<file path="src/logic/pec_pkg.sv">
// constants, register map and types of the pulse and encoder counter
package pec_pkg;
   localparam int CLK_NS = 100;
   localparam int UNIT_NS = 1_000_000;
   localparam int MS_CYC = UNIT_NS / CLK_NS;
   localparam int DEB_NS = 200_000;
   localparam int DEB_CYC = DEB_NS / CLK_NS;
   localparam int NCH = 4;
   localparam logic [47:0] HZ_SCALE = 48'h3e8;
   localparam logic [15:0] SCAN_MS_RST = 16'h03e8;
   localparam logic [15:0] SCAN_WIN_RST = 16'h0000;
   localparam logic [31:0] CTRL_RST = 32'h0000_0000;
   localparam logic [7:0] OFF_CTRL = 8'h00;
   localparam logic [7:0] OFF_SCAN_MS = 8'h04;
   localparam logic [7:0] OFF_SCAN_WIN = 8'h08;
   localparam logic [7:0] OFF_STATUS = 8'h0c;
   localparam logic [7:0] OFF_IRQ_STAT = 8'h10;
   localparam logic [7:0] OFF_IRQ_MASK = 8'h14;
   localparam logic [7:0] OFF_RES0 = 8'h20;
   localparam logic [7:0] OFF_QNET = 8'h30;
   localparam logic [7:0] OFF_QCW = 8'h34;
   localparam logic [7:0] OFF_QCCW = 8'h38;
   localparam logic [7:0] OFF_PER_TIME = 8'h3c;
   localparam logic [7:0] OFF_PER_NUM = 8'h40;
   localparam int IRQ_SCAN = 0;
   localparam int IRQ_OVF = 1;
   localparam int IRQ_PER = 2;
   localparam int IRQ_W = 3;
   localparam logic [1:0] SEL_COUNT = 2'h0;
   localparam logic [1:0] SEL_FREQ = 2'h1;
   localparam logic [1:0] SEL_AVG = 2'h2;
   localparam logic [1:0] Q_X1 = 2'h0;
   localparam logic [1:0] Q_X2 = 2'h1;
   localparam logic [1:0] Q_X4 = 2'h2;
   typedef struct packed {
      logic [13:0] rsvd;
      logic [1:0] per_src;
      logic [7:0] out_sel;
      logic [3:0] switch_closure_input;
      logic [1:0] quad_mode;
      logic quad_en;
      logic run;
   } pec_ctrl_t;
   typedef struct packed {
      logic [31:0] net;
      logic [31:0] cw;
      logic [31:0] ccw;
   } pec_quad_t;
   typedef enum logic {DV_IDLE, DV_RUN} pec_dv_state_t;
endpackage

</file>
<file path="src/logic/pec_top.sv">
// per-scan pulse accumulators, quadrature decoder and period timer with APB registers
module pec_top #(
   parameter int MS_CYC = pec_pkg::MS_CYC // clock cycles per scan millisecond
) (
   input wire logic mclk, // system clock, 10 MHz
   input wire logic rst, // asynchronous reset, active high
   input wire logic [7:0] paddr, // apb byte address
   input wire logic psel, // apb select
   input wire logic penable, // apb access phase
   input wire logic pwrite, // apb direction
   input wire logic [31:0] pwdata, // apb write data
   output logic [31:0] prdata, // apb read data
   output logic pready, // apb ready
   output logic pslverr, // apb error on unmapped address
   input wire logic [3:0] pulse_in, // pulse terminals, 0 and 1 also encoder A and B
   output logic scan_active, // scan window in progress
   output logic irq // level interrupt
);
   localparam int NCH = pec_pkg::NCH;

   pec_pkg::pec_ctrl_t ctrl_reg;
   logic [15:0] scan_ms_reg;
   logic [15:0] scan_win_reg;
   logic [2:0] irq_stat_reg;
   logic [2:0] irq_mask_reg;
   logic [2:0] irq_ev;
   logic wr_en;
   logic [15:0] pre_reg;
   logic [15:0] ms_reg;
   logic scan_tick;
   logic [15:0] win_cnt_reg;
   logic act_reg;
   logic [3:0] in_prev_reg;
   logic [3:0] deb_state_reg;
   logic [11:0] deb_cnt_reg [NCH];
   logic [3:0] edge_ev;
   logic [3:0] wrap_ev;
   logic [31:0] cnt_reg [NCH];
   logic [31:0] cap_reg [NCH];
   logic [3:0] ovf_reg;
   logic [3:0] cap_ovf_reg;
   logic [31:0] freq_reg [NCH];
   logic [31:0] avg_reg [NCH];

   assign wr_en = psel & penable & pwrite;

   always_ff @(posedge mclk or posedge rst) begin
      if (rst) begin
         ctrl_reg <= pec_pkg::CTRL_RST;
         scan_ms_reg <= pec_pkg::SCAN_MS_RST;
         scan_win_reg <= pec_pkg::SCAN_WIN_RST;
         irq_mask_reg <= '0;
      end else if (wr_en) begin
         case (paddr)
            pec_pkg::OFF_CTRL: ctrl_reg <= {14'h0, pwdata[17:0]};
            pec_pkg::OFF_SCAN_MS: scan_ms_reg <= pwdata[15:0];
            pec_pkg::OFF_SCAN_WIN: scan_win_reg <= pwdata[15:0];
            pec_pkg::OFF_IRQ_MASK: irq_mask_reg <= pwdata[2:0];
            default: ;
         endcase
      end
   end

   // scan timebase: millisecond prescaler and scan counter; the window, debounce and period timer count clock cycles
   always_ff @(posedge mclk or posedge rst) begin
      if (rst) begin
         pre_reg <= '0;
         ms_reg <= '0;
      end else if (!ctrl_reg.run || scan_ms_reg == 16'h0) begin
         pre_reg <= '0;
         ms_reg <= '0;
      end else if (pre_reg == 16'(MS_CYC - 1)) begin
         pre_reg <= '0;
         ms_reg <= (ms_reg == scan_ms_reg - 16'h1) ? 16'h0 : ms_reg + 16'h1;
      end else begin
         pre_reg <= pre_reg + 16'h1;
      end
   end
   assign scan_tick = ctrl_reg.run && scan_ms_reg != 16'h0 &&
      pre_reg == 16'(MS_CYC - 1) && ms_reg == scan_ms_reg - 16'h1;

   // scan execution window, in clock cycles from the tick
   always_ff @(posedge mclk or posedge rst) begin
      if (rst) begin
         win_cnt_reg <= '0;
         act_reg <= 1'b0;
      end else if (scan_tick) begin
         win_cnt_reg <= scan_win_reg;
         act_reg <= scan_win_reg != 16'h0;
      end else begin
         win_cnt_reg <= (win_cnt_reg != 16'h0) ? win_cnt_reg - 16'h1 : 16'h0;
         act_reg <= win_cnt_reg > 16'h1;
      end
   end
   assign scan_active = act_reg;

   for (genvar ch = 0; ch < NCH; ch++) begin : g_ch
      always_ff @(posedge mclk or posedge rst) begin
         if (rst) begin
            in_prev_reg[ch] <= 1'b0;
            deb_state_reg[ch] <= 1'b1;
            deb_cnt_reg[ch] <= '0;
         end else begin
            in_prev_reg[ch] <= pulse_in[ch];
            if (pulse_in[ch] == deb_state_reg[ch]) begin
               deb_cnt_reg[ch] <= '0;
            end else if (deb_cnt_reg[ch] == 12'(pec_pkg::DEB_CYC - 1)) begin
               deb_state_reg[ch] <= pulse_in[ch];
               deb_cnt_reg[ch] <= '0;
            end else begin
               deb_cnt_reg[ch] <= deb_cnt_reg[ch] + 12'h1;
            end
         end
      end
      // debounced closure edge, or raw rising edge on other inputs
      // closure pulls low; bounce shorter than the filter never lands
      assign edge_ev[ch] = ctrl_reg.switch_closure_input[ch] ?
         (deb_state_reg[ch] && !pulse_in[ch] &&
          deb_cnt_reg[ch] == 12'(pec_pkg::DEB_CYC - 1)) :
         (pulse_in[ch] && !in_prev_reg[ch]);
      assign wrap_ev[ch] = edge_ev[ch] && !scan_tick && cnt_reg[ch] == 32'hffff_ffff;

      // capture and clear
      // an edge on the tick itself opens the next scan's total
      always_ff @(posedge mclk or posedge rst) begin
         if (rst) begin
            cnt_reg[ch] <= '0;
            cap_reg[ch] <= '0;
         end else if (scan_tick) begin
            cap_reg[ch] <= cnt_reg[ch];
            cnt_reg[ch] <= {31'h0, edge_ev[ch]};
         end else if (edge_ev[ch]) begin
            cnt_reg[ch] <= cnt_reg[ch] + 32'h1;
         end
      end
      always_ff @(posedge mclk or posedge rst) begin
         if (rst) begin
            ovf_reg[ch] <= 1'b0;
            cap_ovf_reg[ch] <= 1'b0;
         end else if (scan_tick) begin
            cap_ovf_reg[ch] <= ovf_reg[ch];
            ovf_reg[ch] <= 1'b0;
         end else if (wrap_ev[ch]) begin
            ovf_reg[ch] <= 1'b1;
         end
      end
   end

   // encoder on inputs 0 and 1
   logic [1:0] qab_prev_reg;
   logic a_chg, b_chg, one_step, q_cw, q_inc, q_dec;
   pec_pkg::pec_quad_t q_reg, q_cap_reg;
   always_ff @(posedge mclk or posedge rst) begin
      if (rst) begin
         qab_prev_reg <= '0;
      end else begin
         qab_prev_reg <= pulse_in[1:0];
      end
   end
   assign a_chg = pulse_in[0] ^ qab_prev_reg[0];
   assign b_chg = pulse_in[1] ^ qab_prev_reg[1];
   // a double change is a lost step; it is not counted
   assign one_step = ctrl_reg.quad_en && (a_chg ^ b_chg);
   // direction from new A against old B
   assign q_cw = pulse_in[0] ^ qab_prev_reg[1];
   always_comb begin
      q_inc = 1'b0;
      q_dec = 1'b0;
      case (ctrl_reg.quad_mode)
         pec_pkg::Q_X1: begin
            q_inc = one_step && a_chg && pulse_in[0] && q_cw;
            q_dec = one_step && a_chg && !pulse_in[0] && !q_cw;
         end
         pec_pkg::Q_X2: begin
            q_inc = one_step && a_chg && q_cw;
            q_dec = one_step && a_chg && !q_cw;
         end
         pec_pkg::Q_X4: begin
            q_inc = one_step && q_cw;
            q_dec = one_step && !q_cw;
         end
         default: ;
      endcase
   end
   always_ff @(posedge mclk or posedge rst) begin
      if (rst) begin
         q_reg <= '0;
         q_cap_reg <= '0;
      end else if (scan_tick) begin
         q_cap_reg <= q_reg;
         q_reg.net <= q_inc ? 32'h1 : (q_dec ? 32'hffff_ffff : 32'h0);
         q_reg.cw <= {31'h0, q_inc};
         q_reg.ccw <= {31'h0, q_dec};
      end else if (q_inc) begin
         q_reg.net <= q_reg.net + 32'h1;
         q_reg.cw <= q_reg.cw + 32'h1;
      end else if (q_dec) begin
         q_reg.net <= q_reg.net - 32'h1;
         q_reg.ccw <= q_reg.ccw + 32'h1;
      end
   end

   // frequency divider, one channel after another
   // shared serial divider: 48 cycles per channel instead of four dividers
   pec_pkg::pec_dv_state_t dv_state_reg;
   logic dv_start_reg, scan_done;
   logic [1:0] dv_ch_reg;
   logic [5:0] dv_bit_reg;
   logic [16:0] dv_rem_reg, rem_sh, rem_next;
   logic [47:0] dv_num_reg, dv_quo_reg, q_final;
   logic q_bit;
   logic [31:0] f_sat;
   always_comb begin
      rem_sh = {dv_rem_reg[15:0], dv_num_reg[47]};
      q_bit = rem_sh >= {1'b0, scan_ms_reg};
      rem_next = q_bit ? rem_sh - {1'b0, scan_ms_reg} : rem_sh;
      q_final = {dv_quo_reg[46:0], q_bit};
      f_sat = (q_final[47:32] != 16'h0) ? 32'hffff_ffff : q_final[31:0];
   end
   assign scan_done = dv_state_reg == pec_pkg::DV_RUN && dv_bit_reg == 6'h2f &&
      dv_ch_reg == 2'(NCH - 1);
   always_ff @(posedge mclk or posedge rst) begin
      if (rst) begin
         dv_state_reg <= pec_pkg::DV_IDLE;
         dv_start_reg <= 1'b0;
         dv_ch_reg <= '0;
         dv_bit_reg <= '0;
         dv_rem_reg <= '0;
         dv_num_reg <= '0;
         dv_quo_reg <= '0;
      end else begin
         dv_start_reg <= scan_tick;
         case (dv_state_reg)
            pec_pkg::DV_IDLE: begin
               if (dv_start_reg) begin
                  dv_state_reg <= pec_pkg::DV_RUN;
                  dv_ch_reg <= '0;
                  dv_bit_reg <= '0;
                  dv_rem_reg <= '0;
                  dv_num_reg <= {16'h0, cap_reg[0]} * pec_pkg::HZ_SCALE;
               end
            end
            pec_pkg::DV_RUN: begin
               if (dv_bit_reg == 6'h2f) begin
                  dv_bit_reg <= '0;
                  dv_rem_reg <= '0;
                  dv_ch_reg <= dv_ch_reg + 2'h1;
                  dv_num_reg <= {16'h0, cap_reg[2'(dv_ch_reg + 2'h1)]} * pec_pkg::HZ_SCALE;
                  if (dv_ch_reg == 2'(NCH - 1)) begin
                     dv_state_reg <= pec_pkg::DV_IDLE;
                  end
               end else begin
                  dv_bit_reg <= dv_bit_reg + 6'h1;
                  dv_rem_reg <= rem_next;
                  dv_num_reg <= {dv_num_reg[46:0], 1'b0};
                  dv_quo_reg <= q_final;
               end
            end
            default: dv_state_reg <= pec_pkg::DV_IDLE;
         endcase
      end
   end
   // frequency and running average per channel
   for (genvar ch = 0; ch < NCH; ch++) begin : g_res
      always_ff @(posedge mclk or posedge rst) begin
         if (rst) begin
            freq_reg[ch] <= '0;
            avg_reg[ch] <= '0;
         end else if (dv_state_reg == pec_pkg::DV_RUN && dv_bit_reg == 6'h2f &&
                      dv_ch_reg == 2'(ch)) begin
            freq_reg[ch] <= f_sat;
            avg_reg[ch] <= avg_reg[ch] - {2'h0, avg_reg[ch][31:2]} + {2'h0, f_sat[31:2]};
         end
      end
   end

   // period timer on the fast clock
   logic pr_started_reg, pr_fin_reg, pr_edge;
   logic [31:0] pr_cyc_reg, pr_last_reg, pr_time_reg;
   logic [15:0] pr_n_reg, pr_num_reg;
   assign pr_edge = act_reg && pulse_in[ctrl_reg.per_src] && !in_prev_reg[ctrl_reg.per_src];
   always_ff @(posedge mclk or posedge rst) begin
      if (rst) begin
         pr_started_reg <= 1'b0;
         pr_cyc_reg <= '0;
         pr_last_reg <= '0;
         pr_n_reg <= '0;
      end else if (scan_tick) begin
         pr_started_reg <= 1'b0;
         pr_cyc_reg <= '0;
         pr_last_reg <= '0;
         pr_n_reg <= '0;
      end else if (act_reg) begin
         if (pr_started_reg) begin
            pr_cyc_reg <= pr_cyc_reg + 32'h1;
         end
         if (pr_edge && !pr_started_reg) begin
            pr_started_reg <= 1'b1;
         end else if (pr_edge) begin
            pr_n_reg <= pr_n_reg + 16'h1;
            pr_last_reg <= pr_cyc_reg + 32'h1;
         end
      end
   end
   always_ff @(posedge mclk or posedge rst) begin
      if (rst) begin
         pr_fin_reg <= 1'b0;
         pr_time_reg <= '0;
         pr_num_reg <= '0;
      end else begin
         pr_fin_reg <= act_reg && win_cnt_reg == 16'h1 && !scan_tick;
         if (pr_fin_reg) begin
            pr_time_reg <= pr_last_reg;
            pr_num_reg <= pr_n_reg;
         end
      end
   end

   // interrupt status: a new event wins over a write-one clear
   assign irq_ev[pec_pkg::IRQ_SCAN] = scan_done;
   assign irq_ev[pec_pkg::IRQ_OVF] = |wrap_ev;
   assign irq_ev[pec_pkg::IRQ_PER] = pr_fin_reg;
   always_ff @(posedge mclk or posedge rst) begin
      if (rst) begin
         irq_stat_reg <= '0;
      end else if (wr_en && paddr == pec_pkg::OFF_IRQ_STAT) begin
         irq_stat_reg <= (irq_stat_reg & ~pwdata[2:0]) | irq_ev;
      end else begin
         irq_stat_reg <= irq_stat_reg | irq_ev;
      end
   end
   assign irq = |(irq_stat_reg & irq_mask_reg);

   // apb: read data is latched in the setup cycle, so no wait states
   logic hit;
   logic [31:0] rd_val;
   logic [1:0] rsel;
   logic [1:0] ridx;
   always_comb begin
      hit = 1'b1;
      rd_val = '0;
      ridx = paddr[3:2];
      rsel = ctrl_reg.out_sel[2 * ridx +: 2];
      if (paddr[7:4] == pec_pkg::OFF_RES0[7:4] && paddr[1:0] == 2'h0) begin
         case (rsel)
            pec_pkg::SEL_FREQ: rd_val = freq_reg[ridx];
            pec_pkg::SEL_AVG: rd_val = avg_reg[ridx];
            default: rd_val = cap_reg[ridx];
         endcase
      end else begin
         case (paddr)
            pec_pkg::OFF_CTRL: rd_val = ctrl_reg;
            pec_pkg::OFF_SCAN_MS: rd_val = {16'h0, scan_ms_reg};
            pec_pkg::OFF_SCAN_WIN: rd_val = {16'h0, scan_win_reg};
            pec_pkg::OFF_STATUS: rd_val = {25'h0, act_reg, q_cap_reg.net[31],
               dv_state_reg == pec_pkg::DV_RUN, cap_ovf_reg};
            pec_pkg::OFF_IRQ_STAT: rd_val = {29'h0, irq_stat_reg};
            pec_pkg::OFF_IRQ_MASK: rd_val = {29'h0, irq_mask_reg};
            pec_pkg::OFF_QNET: rd_val = q_cap_reg.net;
            pec_pkg::OFF_QCW: rd_val = q_cap_reg.cw;
            pec_pkg::OFF_QCCW: rd_val = q_cap_reg.ccw;
            pec_pkg::OFF_PER_TIME: rd_val = pr_time_reg;
            pec_pkg::OFF_PER_NUM: rd_val = {16'h0, pr_num_reg};
            default: hit = 1'b0;
         endcase
      end
   end
   always_ff @(posedge mclk or posedge rst) begin
      if (rst) begin
         prdata <= '0;
      end else if (psel && !penable && !pwrite) begin
         prdata <= rd_val;
      end
   end
   assign pready = psel & penable;
   assign pslverr = psel & penable & !hit;
endmodule

</file>
<file path="config.mk">
export PLATFORM = sky130hd
export DESIGN_NAME = pec_top
export DESIGN_NICKNAME = d
export VERILOG_FILES = /design/src/logic/pec_pkg.sv /design/src/logic/pec_top.sv
export SDC_FILE = /design/constraint.sdc
export NUM_CORES = 2
export LEC_CHECK = 0
export BUFFER_PORTS_ARGS = -buffer_cell sky130_fd_sc_hd__buf_2
export CAP_MARGIN = 20
export CORE_UTILIZATION = 50
export DETAILED_ROUTE_END_ITERATION = 12
export HOLD_SLACK_MARGIN = 0.02
export PLACE_DENSITY_LB_ADDON = 0.2
export RECOVER_POWER = 50
export SLEW_MARGIN = 10
export SYNTH_ARGS = -nofsm -noshare
export SYNTH_HDL_FRONTEND = slang
export SYNTH_SLANG_ARGS = --single-unit
</file>
<file path="constraint.sdc">
create_clock -name mclk -period 65.1 [get_ports mclk]
set_input_delay 9.765 -clock mclk [delete_from_list [all_inputs] [get_ports mclk]]
set_output_delay 9.765 -clock mclk [all_outputs]
set_load 0.01 [all_outputs]
</file>
==> impl_metrics.tcl <==
set metrics [dict create \
    dr.pass1.iters 8 \
    violations "capacitance limit, slew limit" \
    p_per_area_nw_per_um2 21.3 \
    max_freq_mhz 43.2 \
    netlist_area_sq_um 74100 \
    grt_pass1_wl_um 310000 \
    slowest_stage "clkbuf_1" \
    finalPower_mw 1.72 \
    hp-class "reg -> reg" \
    cts_hold_buf 0 \
    synth.area.top_cells "dfrtp_1 39%, fa_1 9.7%, nand2_1 7.4%, ha_1 6.4%, mux4_2 4.0%" \
    relSlewSlack_pct -210 \
    syn_area_per_cell_sq_um 9.59 \
    wl_per_cell_um 20.0 \
    worstMarginPinSlew_ns 4.62 \
    row_count 140 \
    area_growth_pct 8.80 \
    hold_viol 0 \
    cp-end-kind "output port" \
    ys_ff_latch 1153 \
    yosysSeqAreaShare_pct 38.9 \
    hpwl_um 141000 \
    whs_ns 0.451 \
    drv_slew 1798 \
    synth_top_flop_cell "dfrtp_1" \
    clkLatencyLatePin_ns 0.79 \
    ir_worst_vdd_v 0.0000213 \
    synthArstFlopShare_pct 100 \
    arrival_ns 13.40 \
    coreArea_sq_um 146000 \
    synth_cell_types 86 \
    drt-total-wl_um 194000 \
    cts_htree_levels 4 \
    clk_pin_slew_worst_paths_ns 0.06 \
    hp-start "deb_cnt_reg[0]" \
    grt_use_total_pct 26.2 \
    synth_nets 8516 \
    syn_inst 7731 \
    grt_antenna_before_repair 2 \
    fin_area_sq_um 80700 \
    num-fill-cells 13055 \
    critical_path_class "in -> out" \
    final_core_util_pct 55.1 \
    ant_nets 0 \
    cts.sinks 1153 \
    cp.required_ns 55.33 \
    critPathMaxStageDelay_ns 1.97 \
    finalCritPeriodShare_pct 35.6 \
    synthDominantCellAreaShare_pct 38.6 \
    p_leak_nw 38.0 \
    worstPathCellList "clkbuf_1, nand2_1, nor2_1, nor4_1, buf_2" \
    rsz0062_at_grt "false" \
    ios 85 \
    cts_root_buf "clkbuf_16" \
    finalSetupTns_ns 0 \
    via_per_inst 5.73 \
    fp.dieArea_sq_um 150000 \
    cts_buffer_depth 3 \
    yosysMostFrequentCell "nand2_1" \
    layout-drive-gt1-share_pct 7.75 \
    synth_top_cell_by_area "dfrtp_1" \
    yosys_warnings 0 \
    outcome "finished, violations left" \
    maxCapViolCount 29 \
    grt-ovfl-total 0 \
    port_buffers 70 \
    cts_setup_buffers 0 \
    start_kind "input pin" \
    cts-resized-gates 0 \
    grt_max_degree 172 \
    num-nets-final 8484 \
    cts_buffers 135 \
    drc 0 \
    synth_common_cells "1455 x nand2_1, 1143 x dfrtp_1, 579 x nor2_1" \
    fin_crit_ns 23.17 \
    cts_tree "yes" \
    placed_area_sq_um 76300 \
    synth_edf_count 0 \
    vias 55658 \
    start_util_pct 50.6 \
    die_h_um 387 \
    skew_ns 0.0444 \
    die_x_um 387 \
    grt_pass1_vias 54633 \
    r2r_start "scan_ms_reg[1]" \
    n_antenna_cell 0 \
    critPathLaunch "paddr[3]" \
    worst-path-max-fanout 33 \
    gp_congestion 0.917 \
    drt_iter0_markers 4746 \
    setup_viol 0 \
]
metal layers:
layer  part of all wire (%)  vias up  GRT usage (%)
met3                    5.7      303           3.91
met2                     44     1366           39.6
met4                    3.3        2           9.07
met5                 0.0067        -              0
met1                     47    27774           38.4
li1                       -    26213              -
logic make-up (layout without fill, tap and decap cells):
| logic type | Yosys count | after routing | synth area share [%] |
|---|---|---|---|
| AND/OR/NAND/NOR | 2754 | 2754 | 16.2 |
| AO/OA/AOI/OAI | 1382 | 1382 | 11.5 |
| flip-flops | 1153 | 1153 | 38.9 |
| buffers and inverters | 866 | 938 | 4.53 |
| adder cells (fa/ha/maj) | 736 | 736 | 16.0 |
| XOR/XNOR | 528 | 528 | 6.24 |
| multiplexers | 312 | 312 | 6.62 |
worst max-delay path: cells and delay by family:
kind	cells	cell delay, ns
AND/OR/NAND/NOR	3	1.44
buffers and inverters	2	2.17
final cells by class:
type                    count  area [sq um]  area share [%]
flip-flops and latches   1153         28900            35.8
well taps                1917          2400            2.97
clock inverters            50           656           0.813
multi-input cells        5712         41900            52.0
inverters                 554          2080            2.58
repair buffers            143           779           0.966
clock buffers             191          3950            4.90
per-stage QoR:
| stage | worst slack (ns) | instances |
|---|---|---|
| finish | 41.93 | 9720 |
| floorplan | 22.88 | 7731 |
| global route | 41.83 | 9720 |
| CTS | 43.71 | 9720 |
| global placement | 43.70 | 9479 |
| detailed placement | 43.70 | 9479 |
placed cells by master (no fill, tap or decap), types with 20 or more instances in the layout:
cell type,count
a211oi_1,41
a21o_1,116
a21oi_1,262
a222oi_1,32
a22oi_1,57
a31oi_1,41
a41oi_1,20
and2_1,23
and3_1,102
buf_2,38
buf_4,45
clkbuf_1,80
clkbuf_16,137
clkbuf_8,33
clkinv_2,21
dfrtp_1,1140
fa_1,358
ha_1,377
inv_1,551
mux2_2,116
mux2i_1,65
mux4_2,131
nand2_1,1454
nand2b_1,47
nand3_1,162
nand4_1,80
nor2_1,575
nor2b_1,48
nor3_1,86
nor4_1,27
o21a_1,27
o21ai_0,573
o21bai_1,31
o31ai_1,29
or3_1,54
xnor2_1,260
xor2_1,268
final timing paths:
path,end,slack (ns),cells after the start
setup / recovery,pslverr,41.93,5
setup reg to reg,cap_reg[56],50.10,16
max in group asynchronous,deb_cnt_reg[4],48.67,5
hold reg to reg,deb_cnt_reg[0],0.45,1
min in group asynchronous,dv_bit_reg[2],10.41,2
hold / removal,deb_cnt_reg[0],0.45,1
report_power, final:
group	total [mW]	switching, mW	internal (mW)	leakage, nW
clock	0.788	0.325	0.463	2.27
combinational	0.169	0.0980	0.0705	19.9
sequential	0.763	0.0248	0.738	15.9
total	1.72	0.448	1.27	38.0
(Power assumes the default switching activity.)
